[src/include/apd_consts.svh]
`ifndef APD_CONSTS_SVH
`define APD_CONSTS_SVH

// ----------------------------------------------------------------------------
// Prebyte codes
// ----------------------------------------------------------------------------
`define APD_PFX_NONE 8'h00
`define APD_PFX_SWAP 8'h90
`define APD_PFX_INDY 8'h91
`define APD_PFX_IND  8'h92

// ----------------------------------------------------------------------------
// Opcode map: the high nibble selects the addressing row
// ----------------------------------------------------------------------------
`define APD_ROW_BTJ   4'h0
`define APD_ROW_BIT   4'h1
`define APD_ROW_JR    4'h2
`define APD_ROW_RMWD  4'h3
`define APD_ROW_RMWA  4'h4
`define APD_ROW_RMWX  4'h5
`define APD_ROW_RMWS  4'h6
`define APD_ROW_RMW0  4'h7
`define APD_ROW_INH8  4'h8
`define APD_ROW_INH9  4'h9
`define APD_ROW_IMM   4'hA
`define APD_ROW_SDIR  4'hB
`define APD_ROW_LDIR  4'hC
`define APD_ROW_LIDX  4'hD
`define APD_ROW_SIDX  4'hE
`define APD_ROW_IDX0  4'hF
`define APD_OP_MUL    8'h42
`define APD_OP_RELATIVE_CALL  8'hAD
`define APD_RMW_LEGAL 16'hF7D9
`define APD_ALU_LEGAL 16'hFFFF
`define APD_IMM_LEGAL 16'hEF7F
`define APD_INH8_LEGAL 16'hC77B
`define APD_INH9_LEGAL 16'hFFF8

// ----------------------------------------------------------------------------
// Field widths and fixed values
// ----------------------------------------------------------------------------
`define APD_IDX_W     8
`define APD_PAGE_ZERO 8'h00
`define APD_ADDR_ONE  16'h0001
`define APD_LEN_ONE   3'h1

`endif

[src/include/apd_pkg.sv]
package apd_pkg;

  // Seventeen addressing modes the decoder can resolve.
  typedef enum logic [4:0] {
    M_INH, M_IMM, M_SDIR, M_LDIR, M_IDX0, M_SIDX, M_LIDX,
    M_SIND, M_LIND, M_SIIDX, M_LIIDX, M_RELD, M_RELI,
    M_BITD, M_BITI, M_BITDR, M_BITIR
  } apd_mode_t;

  // Thirteen functional instruction groups.
  typedef enum logic [3:0] {
    G_LOAD, G_STACK, G_INCDEC, G_CMP, G_LOGIC, G_BIT, G_BTJ,
    G_ARITH, G_SHIFT, G_JUMP, G_COND, G_INT, G_FLAG
  } apd_group_t;

  // Decoder sequencing states.
  typedef enum logic [2:0] {
    S_IDLE, S_OP, S_B1, S_B2, S_PH, S_PL, S_CALC
  } apd_state_t;

  // Static decode of one prebyte and opcode pair.
  typedef struct packed {
    apd_mode_t  mode;
    apd_group_t group;
    logic [1:0] nops;
    logic       legal;
    logic       combo_ok;
    logic       use_y;
  } apd_dec_t;

  // Finished decode handed to the execution side.
  typedef struct packed {
    logic [15:0] ea;
    logic [15:0] target;
    logic [15:0] next_pc;
    logic [7:0]  operand;
    logic [7:0]  opcode;
    logic [7:0]  prefix;
    apd_mode_t   mode;
    apd_group_t  group;
    logic [2:0]  len;
    logic        use_y;
    logic        combo_bad;
  } apd_result_t;

endpackage

[src/apd_decoder.sv]
// Contract
// - Short direct: one address byte, page zero
// - Long direct: two address bytes, full space
// - Indexed: unsigned index plus offset
// - No offset: address equals index value
// - Short indexed: byte offset plus index
// - Long indexed: word offset plus index
// - Indirect: fetch operand address via pointer
// - Short indirect: byte pointer, page zero
// - Indirect indexed: pointer value plus index
// - Indirect indexed: byte or word pointer
// - Relative: PC plus sign-extended byte
// - Relative offset direct, or fetched indirectly
// - Long forms only for ALU-type instructions
// - Instruction length one to four bytes
// - Three prebytes recognised before opcode
// - Prebyte 90 swaps to second index
// - Prebyte 92 makes direct forms indirect
// - Prebyte 92 makes short and long indexed indirect indexed
// - Prebyte 91 uses second index indirectly
// - Decode all 63 instructions, 13 groups
// - Unknown code raises the illegal reset
// - Bad prebyte pairing raises no reset
// - Immediate: opcode then operand byte
`include "apd_consts.svh"
`timescale 1ns/1ps
`default_nettype none

module apd_decoder #(
  parameter logic [15:0] INH8_LEGAL = `APD_INH8_LEGAL,
  parameter logic [15:0] INH9_LEGAL = `APD_INH9_LEGAL,
  parameter int          IDX_W      = `APD_IDX_W
) (
  input  wire logic                clk,
  input  wire logic                resetn,
  input  wire logic                start,
  input  wire logic [15:0]         start_pc,
  input  wire logic                code_valid,
  input  wire logic [7:0]          code_data,
  input  wire logic                data_valid,
  input  wire logic [7:0]          data_rdata,
  input  wire logic [7:0]          idx_x,
  input  wire logic [7:0]          idx_y,
  output logic                     code_req,
  output logic [15:0]              code_addr,
  output logic                     data_req,
  output logic [15:0]              data_addr,
  output logic                     busy,
  output logic                     done,
  output logic                     illegal_rst,
  output apd_pkg::apd_result_t     result
);

  // --------------------------------------------------------------------------
  // Elaboration checks
  // --------------------------------------------------------------------------
  // The address arithmetic is built for byte-wide index registers only.
  if (IDX_W != 8) begin : g_bad_idx
    $error("apd_decoder supports only 8-bit index registers.");
  end

  // --------------------------------------------------------------------------
  // State
  // --------------------------------------------------------------------------
  apd_pkg::apd_state_t state_ff;      // Sequencer state.
  apd_pkg::apd_dec_t   dec_ff;        // Decode of the current instruction.
  apd_pkg::apd_dec_t   dec_now;       // Decode of the byte on code_data.
  logic [15:0]         pc_ff;         // Address of the next code byte.
  logic [7:0]          pfx_ff;        // Prebyte seen, zero when none.
  logic [7:0]          op_ff;         // Opcode byte.
  logic [7:0]          b1_ff;         // First byte after the opcode.
  logic [7:0]          b2_ff;         // Second byte after the opcode.
  logic [7:0]          ph_ff;         // Pointer byte at the pointer address.
  logic [7:0]          pl_ff;         // Pointer byte at pointer address + 1.
  logic [15:0]         daddr_ff;      // Data read address.
  logic [2:0]          len_ff;        // Bytes taken so far.
  logic                done_ff;       // Result-ready pulse.
  logic                ill_ff;        // Illegal-code reset pulse.
  logic                is_pfx;        // The byte on code_data is a prebyte.
  logic                need_ptr;      // Mode reads a pointer from data memory.
  logic                word_ptr;      // That pointer is a word.
  logic [7:0]          idx;           // Selected index register.
  logic [15:0]         rel_base;      // Sign-extended relative offset.
  logic [15:0]         ea_calc;       // Effective address being formed.
  logic [15:0]         tgt_calc;      // Branch target being formed.
  logic [7:0]          rel_off;       // Relative offset byte in use.

  // --------------------------------------------------------------------------
  // Opcode decode
  // --------------------------------------------------------------------------
  // Legal-opcode masks, one bit per low nibble of the row.
  localparam logic [15:0] RMW_LEGAL = `APD_RMW_LEGAL;
  localparam logic [15:0] ALU_LEGAL = `APD_ALU_LEGAL;
  localparam logic [15:0] IMM_LEGAL = `APD_IMM_LEGAL;
  // Base mode from the opcode row, then the prebyte rewrites it. A bad
  // pairing keeps the unprefixed meaning and is only flagged, never reset.
  function automatic apd_pkg::apd_dec_t apd_decode(input logic [7:0] pfx,
                                                   input logic [7:0] op);
    apd_pkg::apd_dec_t d;
    logic [3:0]        lo;
    lo         = op[3:0];
    d.mode     = apd_pkg::M_INH;
    d.group    = apd_pkg::G_LOAD;
    d.legal    = 1'b1;
    d.combo_ok = 1'b1;
    d.use_y    = 1'b0;
    case (op[7:4])
      `APD_ROW_BTJ: begin
        d.mode  = apd_pkg::M_BITDR;
        d.group = apd_pkg::G_BTJ;
      end
      `APD_ROW_BIT: begin
        d.mode  = apd_pkg::M_BITD;
        d.group = apd_pkg::G_BIT;
      end
      `APD_ROW_JR: begin
        d.mode  = apd_pkg::M_RELD;
        d.group = (lo < 4'h2) ? apd_pkg::G_JUMP : apd_pkg::G_COND;
      end
      `APD_ROW_INH8: begin
        d.legal = INH8_LEGAL[lo];
        d.group = (lo == 4'h1) ? apd_pkg::G_JUMP :
                  (lo >= 4'h4 && lo <= 4'hA) ? apd_pkg::G_STACK : apd_pkg::G_INT;
      end
      `APD_ROW_INH9: begin
        d.legal = INH9_LEGAL[lo];
        d.group = (lo >= 4'h8 && lo <= 4'hB) ? apd_pkg::G_FLAG :
                  (lo == 4'hC) ? apd_pkg::G_STACK :
                  (lo == 4'hD) ? apd_pkg::G_JUMP : apd_pkg::G_LOAD;
      end
      `APD_ROW_RMWD, `APD_ROW_RMWA, `APD_ROW_RMWX,
      `APD_ROW_RMWS, `APD_ROW_RMW0: begin
        d.legal = RMW_LEGAL[lo] | (op == `APD_OP_MUL);
        d.mode  = (op[7:4] == `APD_ROW_RMWD) ? apd_pkg::M_SDIR :
                  (op[7:4] == `APD_ROW_RMWS) ? apd_pkg::M_SIDX :
                  (op[7:4] == `APD_ROW_RMW0) ? apd_pkg::M_IDX0 : apd_pkg::M_INH;
        case (lo)
          4'h0, 4'h3: d.group = apd_pkg::G_LOGIC;
          4'h2:       d.group = apd_pkg::G_ARITH;
          4'hA, 4'hC: d.group = apd_pkg::G_INCDEC;
          4'hD:       d.group = apd_pkg::G_CMP;
          4'hF:       d.group = apd_pkg::G_LOAD;
          default:    d.group = apd_pkg::G_SHIFT;
        endcase
      end
      default: begin
        d.legal = (op[7:4] == `APD_ROW_IMM) ? IMM_LEGAL[lo] : ALU_LEGAL[lo];
        case (op[7:4])
          `APD_ROW_IMM:  d.mode = apd_pkg::M_IMM;
          `APD_ROW_SDIR: d.mode = apd_pkg::M_SDIR;
          `APD_ROW_LDIR: d.mode = apd_pkg::M_LDIR;
          `APD_ROW_LIDX: d.mode = apd_pkg::M_LIDX;
          `APD_ROW_SIDX: d.mode = apd_pkg::M_SIDX;
          default:       d.mode = apd_pkg::M_IDX0;
        endcase
        case (lo)
          4'h0, 4'h2, 4'h9, 4'hB: d.group = apd_pkg::G_ARITH;
          4'h1, 4'h3, 4'h5:       d.group = apd_pkg::G_CMP;
          4'h4, 4'h8, 4'hA:       d.group = apd_pkg::G_LOGIC;
          4'hC, 4'hD:             d.group = apd_pkg::G_JUMP;
          default:                d.group = apd_pkg::G_LOAD;
        endcase
        if (op == `APD_OP_RELATIVE_CALL) begin
          d.mode  = apd_pkg::M_RELD;
          d.legal = 1'b1;
        end
      end
    endcase
    // A prebyte in the opcode slot is a valid code in a bad pairing.
    if (op == `APD_PFX_SWAP || op == `APD_PFX_INDY || op == `APD_PFX_IND) begin
      d.legal    = 1'b1;
      d.combo_ok = 1'b0;
      d.mode     = apd_pkg::M_INH;
    end else begin
      case (pfx)
        `APD_PFX_SWAP: begin
          d.use_y    = 1'b1;
          d.combo_ok = (d.mode <= apd_pkg::M_LIDX);
        end
        `APD_PFX_IND: begin
          case (d.mode)
            apd_pkg::M_SDIR:  d.mode = apd_pkg::M_SIND;
            apd_pkg::M_LDIR:  d.mode = apd_pkg::M_LIND;
            apd_pkg::M_RELD:  d.mode = apd_pkg::M_RELI;
            apd_pkg::M_BITD:  d.mode = apd_pkg::M_BITI;
            apd_pkg::M_BITDR: d.mode = apd_pkg::M_BITIR;
            apd_pkg::M_SIDX:  d.mode = apd_pkg::M_SIIDX;
            apd_pkg::M_LIDX:  d.mode = apd_pkg::M_LIIDX;
            default:          d.combo_ok = 1'b0;
          endcase
        end
        `APD_PFX_INDY: begin
          d.use_y = 1'b1;
          case (d.mode)
            apd_pkg::M_SIDX: d.mode = apd_pkg::M_SIIDX;
            apd_pkg::M_LIDX: d.mode = apd_pkg::M_LIIDX;
            default: begin
              d.combo_ok = 1'b0;
              d.use_y    = 1'b0;
            end
          endcase
        end
        default: d.combo_ok = 1'b1;
      endcase
      if (!d.combo_ok) begin
        d = apd_decode_base(op, d);
      end
    end
    case (d.mode)
      apd_pkg::M_INH, apd_pkg::M_IDX0:                   d.nops = 2'd0;
      apd_pkg::M_LDIR, apd_pkg::M_LIDX, apd_pkg::M_BITDR,
      apd_pkg::M_BITIR:                                  d.nops = 2'd2;
      default:                                           d.nops = 2'd1;
    endcase
    return d;
  endfunction

  // Undo a prebyte rewrite, keeping legality and group.
  function automatic apd_pkg::apd_dec_t apd_decode_base(input logic [7:0]        op,
                                                        input apd_pkg::apd_dec_t d);
    apd_pkg::apd_dec_t r;
    r          = d;
    r.use_y    = 1'b0;
    r.combo_ok = 1'b0;
    case (d.mode)
      apd_pkg::M_SIND:  r.mode = apd_pkg::M_SDIR;
      apd_pkg::M_LIND:  r.mode = apd_pkg::M_LDIR;
      apd_pkg::M_RELI:  r.mode = apd_pkg::M_RELD;
      apd_pkg::M_BITI:  r.mode = apd_pkg::M_BITD;
      apd_pkg::M_BITIR: r.mode = apd_pkg::M_BITDR;
      apd_pkg::M_SIIDX: r.mode = (op[7:4] == `APD_ROW_LIDX) ? apd_pkg::M_LIDX : apd_pkg::M_SIDX;
      apd_pkg::M_LIIDX: r.mode = apd_pkg::M_LIDX;
      default:          r.mode = d.mode;
    endcase
    return r;
  endfunction

  // --------------------------------------------------------------------------
  // Combinational helpers
  // --------------------------------------------------------------------------
  // Fetch requests are plain levels decoded from the state.
  always_comb begin
    dec_now  = apd_decode(pfx_ff, code_data);
    is_pfx   = (code_data == `APD_PFX_SWAP) || (code_data == `APD_PFX_INDY) ||
               (code_data == `APD_PFX_IND);
    need_ptr = (dec_ff.mode == apd_pkg::M_SIND)  || (dec_ff.mode == apd_pkg::M_LIND)  ||
               (dec_ff.mode == apd_pkg::M_SIIDX) || (dec_ff.mode == apd_pkg::M_LIIDX) ||
               (dec_ff.mode == apd_pkg::M_RELI)  || (dec_ff.mode == apd_pkg::M_BITI)  ||
               (dec_ff.mode == apd_pkg::M_BITIR);
    word_ptr = (dec_ff.mode == apd_pkg::M_LIND) || (dec_ff.mode == apd_pkg::M_LIIDX);
    code_req = (state_ff == apd_pkg::S_OP) || (state_ff == apd_pkg::S_B1) ||
               (state_ff == apd_pkg::S_B2);
    data_req = (state_ff == apd_pkg::S_PH) || (state_ff == apd_pkg::S_PL);
    busy     = (state_ff != apd_pkg::S_IDLE);
  end

  assign code_addr   = pc_ff;
  assign data_addr   = daddr_ff;
  assign done        = done_ff;
  assign illegal_rst = ill_ff;

  // --------------------------------------------------------------------------
  // Sequencer
  // --------------------------------------------------------------------------
  // One byte is outstanding at a time; a request holds until its valid.
  always_ff @(posedge clk) begin
    if (!resetn) begin
      state_ff <= apd_pkg::S_IDLE;
    end else begin
      case (state_ff)
        apd_pkg::S_IDLE: begin
          if (start) begin
            state_ff <= apd_pkg::S_OP;
          end
        end
        apd_pkg::S_OP: begin
          if (code_valid && !(is_pfx && pfx_ff == `APD_PFX_NONE)) begin
            if (!dec_now.legal) begin
              state_ff <= apd_pkg::S_IDLE;
            end else if (dec_now.nops == 2'd0) begin
              state_ff <= apd_pkg::S_CALC;
            end else begin
              state_ff <= apd_pkg::S_B1;
            end
          end
        end
        apd_pkg::S_B1: begin
          if (code_valid) begin
            state_ff <= (dec_ff.nops == 2'd2) ? apd_pkg::S_B2 :
                        need_ptr ? apd_pkg::S_PH : apd_pkg::S_CALC;
          end
        end
        apd_pkg::S_B2: begin
          if (code_valid) begin
            state_ff <= need_ptr ? apd_pkg::S_PH : apd_pkg::S_CALC;
          end
        end
        apd_pkg::S_PH: begin
          if (data_valid) begin
            state_ff <= word_ptr ? apd_pkg::S_PL : apd_pkg::S_CALC;
          end
        end
        apd_pkg::S_PL: begin
          if (data_valid) begin
            state_ff <= apd_pkg::S_CALC;
          end
        end
        apd_pkg::S_CALC: state_ff <= apd_pkg::S_IDLE;
        default:         state_ff <= apd_pkg::S_IDLE;
      endcase
    end
  end

  // Code-side capture: program counter, prebyte, opcode, operand bytes.
  always_ff @(posedge clk) begin
    if (!resetn) begin
      pc_ff  <= 16'h0000;
      pfx_ff <= `APD_PFX_NONE;
      op_ff  <= 8'h00;
      b1_ff  <= 8'h00;
      b2_ff  <= 8'h00;
      len_ff <= 3'h0;
      dec_ff <= '0;
    end else if (state_ff == apd_pkg::S_IDLE) begin
      if (start) begin
        pc_ff  <= start_pc;
        pfx_ff <= `APD_PFX_NONE;
        len_ff <= 3'h0;
      end
    end else if (code_req && code_valid) begin
      pc_ff  <= pc_ff + `APD_ADDR_ONE;
      len_ff <= len_ff + `APD_LEN_ONE;
      if (state_ff == apd_pkg::S_OP) begin
        if (is_pfx && pfx_ff == `APD_PFX_NONE) begin
          pfx_ff <= code_data;
        end else begin
          op_ff  <= code_data;
          dec_ff <= dec_now;
        end
      end else if (state_ff == apd_pkg::S_B1) begin
        b1_ff <= code_data;
      end else begin
        b2_ff <= code_data;
      end
    end
  end

  // Data-side pointer reads; word pointers sit high byte first.
  always_ff @(posedge clk) begin
    if (!resetn) begin
      daddr_ff <= 16'h0000;
      ph_ff    <= 8'h00;
      pl_ff    <= 8'h00;
    end else begin
      // The pointer address is always the first byte after the opcode.
      if (state_ff == apd_pkg::S_B1 && code_valid) begin
        daddr_ff <= {`APD_PAGE_ZERO, code_data};
      end
      if (state_ff == apd_pkg::S_PH && data_valid) begin
        ph_ff    <= data_rdata;
        daddr_ff <= daddr_ff + `APD_ADDR_ONE;
      end
      if (state_ff == apd_pkg::S_PL && data_valid) begin
        pl_ff <= data_rdata;
      end
    end
  end

  // --------------------------------------------------------------------------
  // Address arithmetic
  // --------------------------------------------------------------------------
  // Index sums are unsigned, the relative target adds a sign-extended offset; all are 16 bits wide; long forms wrap at 64 Kbyte.
  always_comb begin
    idx      = dec_ff.use_y ? idx_y : idx_x;
    rel_off  = (dec_ff.mode == apd_pkg::M_RELI) ? ph_ff :
               ((dec_ff.mode == apd_pkg::M_BITDR) || (dec_ff.mode == apd_pkg::M_BITIR)) ?
               b2_ff : b1_ff;
    rel_base = {{8{rel_off[7]}}, rel_off};
    tgt_calc = pc_ff + rel_base;
    case (dec_ff.mode)
      apd_pkg::M_SDIR, apd_pkg::M_BITD, apd_pkg::M_BITDR: ea_calc = {`APD_PAGE_ZERO, b1_ff};
      apd_pkg::M_LDIR:  ea_calc = {b1_ff, b2_ff};
      apd_pkg::M_IDX0:  ea_calc = {`APD_PAGE_ZERO, idx};
      apd_pkg::M_SIDX:  ea_calc = {`APD_PAGE_ZERO, b1_ff} + {`APD_PAGE_ZERO, idx};
      apd_pkg::M_LIDX:  ea_calc = {b1_ff, b2_ff} + {`APD_PAGE_ZERO, idx};
      apd_pkg::M_SIND, apd_pkg::M_BITI, apd_pkg::M_BITIR: ea_calc = {`APD_PAGE_ZERO, ph_ff};
      apd_pkg::M_LIND:  ea_calc = {ph_ff, pl_ff};
      apd_pkg::M_SIIDX: ea_calc = {`APD_PAGE_ZERO, ph_ff} + {`APD_PAGE_ZERO, idx};
      apd_pkg::M_LIIDX: ea_calc = {ph_ff, pl_ff} + {`APD_PAGE_ZERO, idx};
      default:          ea_calc = 16'h0000;
    endcase
  end

  // --------------------------------------------------------------------------
  // Result and pulses
  // --------------------------------------------------------------------------
  // The result holds until the next instruction completes.
  always_ff @(posedge clk) begin
    if (!resetn) begin
      result  <= '0;
      done_ff <= 1'b0;
      ill_ff  <= 1'b0;
    end else begin
      done_ff <= (state_ff == apd_pkg::S_CALC);
      ill_ff  <= (state_ff == apd_pkg::S_OP) && code_valid && !dec_now.legal &&
                 !(is_pfx && pfx_ff == `APD_PFX_NONE);
      if (state_ff == apd_pkg::S_CALC) begin
        result.ea        <= ea_calc;
        result.target    <= tgt_calc;
        result.next_pc   <= pc_ff;
        result.operand   <= b1_ff;
        result.opcode    <= op_ff;
        result.prefix    <= pfx_ff;
        result.mode      <= dec_ff.mode;
        result.group     <= dec_ff.group;
        result.len       <= len_ff;
        result.use_y     <= dec_ff.use_y;
        result.combo_bad <= !dec_ff.combo_ok;
      end
    end
  end

endmodule

`default_nettype wire

[config.mk]
export PLATFORM = sky130hd
export DESIGN_NAME = apd_decoder
export DESIGN_NICKNAME = d
export VERILOG_FILES = /design/src/include/apd_pkg.sv /design/src/apd_decoder.sv
export VERILOG_INCLUDE_DIRS = /design/src /design/src/include
export SDC_FILE = /design/constraint.sdc
export NUM_CORES = 1
export LEC_CHECK = 0
export ABC_CLOCK_PERIOD_IN_PS = 5100
export BUFFER_PORTS_ARGS = -buffer_cell sky130_fd_sc_hd__buf_2
export CAP_MARGIN = 25
export CORE_MARGIN = 1.5
export CORE_UTILIZATION = 45
export DETAILED_ROUTE_END_ITERATION = 16
export PLACE_DENSITY = 0.66
export REMOVE_ABC_BUFFERS = 1
export SYNTH_ARGS = -nofsm -noshare
export SYNTH_HDL_FRONTEND = slang
export SYNTH_SLANG_ARGS = --single-unit
[constraint.sdc]
create_clock -name clk -period 5.1 [get_ports clk]
set_clock_uncertainty 0.15 [all_clocks]
set_input_delay 0 -clock clk [delete_from_list [all_inputs] [get_ports clk]]
set_output_delay 0 -clock clk [all_outputs]
set_load 0.02 [all_outputs]
==> Word level (Yosys, flattened, before mapping) <==
Memory sizes are Yosys's and may differ from the RTL's.
Index checks and enable logic that the tools add are counted.
{ "op_classes": {"add_sub_neg": 8, "magnitude_cmp": 7, "n_eq_ne": 75, "n_mux": 68, "n_bitwise": 5, "n_reduce_logical": 55} }
{ "op_table": {"columns": ["op", "n"], "rows": [
  ["16-bit one-hot mux with 9 select lines", 1],
  ["5-bit by 4-bit == test with 1-bit output, second input constant", 16],
  ["16-bit two-way mux", 5],
  ["5-bit one-hot mux with 7 select lines", 2],
  ["8-bit two-way mux", 8],
  ["8-bit == test, second input constant", 7],
  ["5-bit by 3-bit == test with 1-bit output, second input constant", 9],
  ["3-bit two-way mux", 15],
  ["4-bit == test, second input constant", 11],
  ["16-bit by 1-bit adder with 16-bit output, second input constant", 2],
  ["16-bit by 8-bit adder with 16-bit output", 2],
  ["5-bit by 2-bit == test with 1-bit output, second input constant", 5],
  ["5-bit one-hot mux with 5 select lines", 1],
  ["4-bit two-way mux", 6],
  ["4-bit one-hot mux with 6 select lines", 1],
  ["4-bit one-hot mux with 5 select lines", 1],
  ["5-bit one-hot mux with 2 select lines", 2],
  ["8-bit by 8-bit adder with 9-bit output", 2],
  ["3-bit one-hot mux with 6 select lines", 1],
  ["16-bit adder", 1],
  ["4-bit by 2-bit == test with 1-bit output, second input constant", 4],
  ["4-bit by 3-bit == test with 1-bit output, second input constant", 4],
  ["4-bit AND reduction", 4],
  ["5-bit == test, second input constant", 3],
  ["43 further kinds", 105]
]} }
{ "word_totals": {"register_bits": 187, "mem_bits_ro": 144, "input_bits": 53, "output_inout_bits": 123, "word_cells": 252, "n_memories": 6} }
{ "memory_table": {"columns": ["memory", "depth", "width", "rd", "rd_clocked_by_memory_dff", "write_ports", "line_no", "rtl"], "rows": [
  ["(no name shown)", 16, 4, 1, 0, 0, "apd_decoder.sv:156", "case (lo)"],
  ["(no name shown)", 16, 1, 1, 0, 0, "apd_decoder.sv:147", "d.legal = (op[7:4] == `APD_ROW_IMM) ? IMM_LEGAL[lo] : ALU_LEGAL[lo];"],
  ["(no name shown)", 16, 1, 1, 0, 0, "apd_decoder.sv:147", null],
  ["(no name shown)", 16, 1, 1, 0, 0, "apd_decoder.sv:133", "d.legal = RMW_LEGAL[lo] | (op == `APD_OP_MUL);"],
  ["(no name shown)", 16, 1, 1, 0, 0, "apd_decoder.sv:126", "d.legal = INH9_LEGAL[lo];"],
  ["(no name shown)", 16, 1, 1, 0, 0, "apd_decoder.sv:121", "d.legal = INH8_LEGAL[lo];"]
]} }

==> Logic depth before layout (Yosys ltp) <==
{ "depth": {"word_depth": 21, "ltp_mapped": 16, "mapped_depth_nobuf": 14} }

==> Worst setup path after synthesis <==
OpenSTA, ideal clock, no wires.
{ "synth_path": {"path_type": "flip-flop to flip-flop", "from": "register dec_ff[9] (netlist bit)", "to": "register result[69] (netlist bit)", "setup_ps": 63, "t_arrival_ps": 3366, "required_time_ps": 4887, "slack_ps": 1521, "path_stages_with_launch": 14, "path_buffers": 2, "period_less_slack_ps": 3579, "cell_sequence": "dfxtp_1 buf_2 nand3_1 o2bb2a_1 buf_2 mux2i_1 o21ai_0 ha_1 or3_1 o21ai_0 a21oi_1 a311o_1 nor4_1 nand3b_1"} }
{ "synth_between": {"elab_chain_len": 5, "word_cells_on_any_way": 7, "classes_between": "add/sub: 1; eq/ne: 3; mux: 2; reduce/logical: 1"} }
{ "synth_lines": {"columns": ["item", "line_no", "rtl"], "rows": [
  ["start: declaration", "apd_decoder.sv:66", "apd_pkg::apd_dec_t dec_ff;"],
  ["start signal: assignment", "apd_decoder.sv:338", "dec_ff <= dec_now;"],
  ["5-bit by 4-bit == test with 1-bit output / 5-bit == test (equally long branches)", "apd_decoder.sv:376", "((dec_ff.mode == apd_pkg::M_BITDR) || (dec_ff.mode == apd_pkg::M_BITIR)) ?"],
  ["1-bit logical OR", "apd_decoder.sv:376", null],
  ["8-bit two-way mux", "apd_decoder.sv:376", null],
  ["8-bit two-way mux (*)", "apd_decoder.sv:375", "rel_off = (dec_ff.mode == apd_pkg::M_RELI) ? ph_ff :"],
  ["16-bit adder (*)", "apd_decoder.sv:379", "tgt_calc = pc_ff + rel_base;"],
  ["end: declaration", "apd_decoder.sv:51", "output apd_pkg::apd_result_t result"]
]} }
Mark *: on every way between the ends. The rest lies on a longest branch, timed or not.
A chain may end at the register's enable or synchronous reset.

==> Final worst setup path <==
{ "layout_path": {"from": "register dec_ff[12] (netlist bit)", "to": "register result[82] (netlist bit)"} }
{ "layout_between": {"elab_chain_len": 3, "word_cells_on_any_way": 16, "classes_between": "eq/ne: 13; mux: 1; reduce/logical: 2"} }
{ "layout_lines": {"columns": ["item", "line_no", "rtl"], "rows": [
  ["5-bit by 3-bit == test with 1-bit output, or another cell as far along", "apd_decoder.sv:380", "case (dec_ff.mode)"],
  ["3-bit OR reduction", "apd_decoder.sv:380", null],
  ["16-bit one-hot mux with 9 select lines (*)", "apd_decoder.sv:380", null]
]} }
Marked as above.

==> results.yml <==
logic_synthesis:
  synthMuxAreaShare_pct: 4.58
  synth_xor_area_share_pct: 2.01
  synthAdderAreaFrac_pct: 4.91
  synth_cell_types: 80
  ys_ff_latch: 187
  yosysWarnings: 0
  synth.top_cell.area_share_pct: 34.4
  synth_common_cells: "nand2_1 (294), dfxtp_1 (187), a21oi_1 (181)"
  yosysTopAreaCell: "dfxtp_1"
  netlist_area_um2: 10900
  synth_area_leaders: "dfxtp_1 (34%), nand2_1 (10%), a21oi_1 (8.3%), ha_1 (4.4%), nor2_1 (3.3%)"
  seq_area_frac_synth_pct: 34.4
  synth_top_family_by_area: "simple AND/OR/NAND/NOR gates"
  synthMostInstantiatedCell: "nand2_1"
  synth_compound_area_share_pct: 23.7
  syn_area_per_cell_um2: 7.46
  syn_inst: 1460
  synth-simple-area-share_pct: 25.5
  synth_ff_type: "dfxtp_1"
  synth_edf_count: 0
  synthArstFlopShare_pct: 0
final_layout:
  fillCellCount: 2340
  fin_area_um2: 12800
  layout.nets: 1690
  fin_cells: 1929
  areaGrowthSynthToFinish_pct: 17.7
  drive_gt1_share_pct: 16.3
critical_path:
  endpoint_kind: "register"
  crit_required_ns: 5.33
  crit_type: "register to register"
  cp_cell_sequence: "nor4b_4 > nand2_2 > mux2_2 > ha_1 > inv_1 > fa_1 > nor2b_1 > o21a_1 > o21ai_0 > a2111oi_0 > xor2_1 > mux2i_1 > a21oi_1"
  worstPathArrival_ns: 4.47
  crit_path_max_incr_delay_ns: 0.67
  worstSetupStartpointType: "register"
  cp_slowest_cell: "dfxtp_1"
  path_max_fanout: 20
power:
  seq_power_share_pct: 41.4
  p_leak_nw: 5.14
  comb_power_share_pct: 29.1
  power_mw: 4.44
  p_int_mw: 2.75
  swShare_pct: 38.0
  p_switching_mw: 1.69
  cellPowerDensity_nw_per_um2: 346
  power_frac_clock_pct: 29.5
  ir_drop_uv: 199
cts:
  cts_setup_buffers: 0
  cts_resized: 0
  clkTransAtPathRegs_ns: 0.07
  cts-root-buf: "clkbuf_16"
  hold_buffers: 36
  h-tree-depth: 4
  insertion_delay_ns: 0.45
  cts_tree: "done"
  cts_buffers: 17
  clock_sinks: 187
  clk_path_buf_depth: 2
place:
  routabilityCongestion: 0.937
  dpl-instance-area_um2: 11900
  placedCellCount: 1859
  io_buffers: 175
  dp_hpwl_um: 23300
detailed_routing:
  ant_nets: 0
  routedWlPerCell_um: 17.7
  viasPerCell: 5.83
  wirelength_um: 34200
  via_count: 11200
  firstDrtPassIters: 6
  drc: 0
  drtIter0Drc: 969
floorplanning:
  die_w_um: 159
  dieArea_um2: 25200
  io_pins: 176
  die_y_um: 159
  core-area_um2: 23600
  num_rows: 56
  initial_core_util_pct: 46.1
grt:
  grt_max_degree: 97
  grt_pass1_vias: 10100
  antenna_found_initial: 1
  grt_use_total_pct: 27.1
  grt_pass1_wl_um: 53400
  grt.overflow.total: 0
timing:
  hold_viol_final: 0
  period_share_pct: 83.3
  fmax_ghz: 0.235
  rsz0062_at_grt: "no"
  period_needed_ns: 4.25
  final-setup-viol-count: 0
  worst-slew-pin-transition_ns: 1.07
  setup_tns_ns: 0
  maxSlewHeadroom_pct: 27.8
  drv_slew: 0
  hold_ws_ns: 0.0187
min_path:
  hold_class: "primary input to register"
outcome:
  status: "completed"
job:
  drv_cap: 0
final timing paths:
path,start,end,slack (ns),depth (start not counted)
max,dec_ff[12],result[82],0.85,13
min,resetn,code_addr[11],0.02,3
max reg2reg,dec_ff[12],result[82],0.85,13
min reg2reg,dec_ff[1],result[0],0.29,1
sequential cells by signal, summed over array words and instances, names as in the netlist:
| register | count |
|---|---|
| result | 86 |
| code_addr | 16 |
| data_addr | 16 |
| dec_ff | 13 |
| b1_ff | 8 |
| b2_ff | 8 |
| op_ff | 8 |
| pfx_ff | 8 |
| ph_ff | 8 |
| pl_ff | 8 |
| len_ff | 3 |
| state_ff | 3 |
| done | 1 |
| illegal_rst | 1 |
cells in the final DEF, fill, tap and decap left out, types with 10 or more instances in the layout:
cell type	synthesis	routed
a211oi_1	13	13
a21o_1	10	10
a21oi_1	181	181
a221oi_1	12	12
a22oi_1	20	20
a31oi_1	17	17
and2_1	18	18
and3_1	13	13
buf_2	5	175
buf_4	1	12
clkbuf_16	0	17
dfxtp_1	187	187
dlygate4sd3_1	0	36
ha_1	38	38
inv_1	30	30
mux2_2	27	27
mux2i_1	18	18
nand2_1	294	294
nand2b_1	13	13
nand3_1	56	56
nand4_1	14	14
nor2_1	95	94
nor2b_1	15	15
nor3_1	32	30
o21ai_0	71	71
or3_1	13	13
xnor2_1	18	18
power groups by stage:
stage | combinational [mW] | sequential [mW] | clock [mW]
2_1_floorplan | 0.820 | 1.84 | 0
3_3_place_gp | 1.24 | 1.87 | 0
3_5_place_dp | 1.26 | 1.87 | 0
4_1_cts | 1.29 | 1.83 | 1.33
5_1_grt | 1.44 | 1.86 | 1.39
6_report | 1.29 | 1.84 | 1.31
final cells by class:
class	instances	area, um^2	share of cell area (%)
flip-flops and latches	187	3740	29.2
clock buffers	20	447	3.48
clock inverters	12	114	0.888
multi-input cells	1135	6660	51.9
diodes	1	2.50	0.0195
repair buffers	224	1350	10.5
well taps	319	399	3.11
inverters	31	119	0.927
cells by family (layout without fill, tap and decap cells):
kind of cell,after synthesis,in the layout
adder cells (fa/ha/maj),41,41
AO/OA/AOI/OAI,417,417
multiplexers,46,46
XOR/XNOR,25,25
other,0,1
flip-flops,187,187
buffers and inverters,138,287
AND/OR/NAND/NOR,606,606
through the flow:
stage                     util [%]  setup slack [ns]
after global placement        50.3              1.09
final                         54.3             0.853
after global routing          54.3             0.642
after CTS                     54.2             0.901
after floorplan                  -              1.10
after detailed placement      50.3             0.943
metal layers:
layer / routed length (um) / global-route usage [%] / vias to the layer above
li1: - / - / 5477
met4: 840 / 9.43 / 0
met2: 15800 / 43.6 / 408
met5: 0 / 0 / -
met1: 15300 / 36.5 / 5298
met3: 2310 / 4.68 / 62
critical path, delay by kind of cell, from the launching register on:
family	cells	cell delay (ns)
AO/OA/AOI/OAI	4	1.20
AND/OR/NAND/NOR	3	0.88
flip-flops	1	0.67
adder cells (fa/ha/maj)	2	0.56
multiplexers	2	0.45
XOR/XNOR	1	0.21
buffers and inverters	1	0.05
Power figures use the tool's default switching activity.
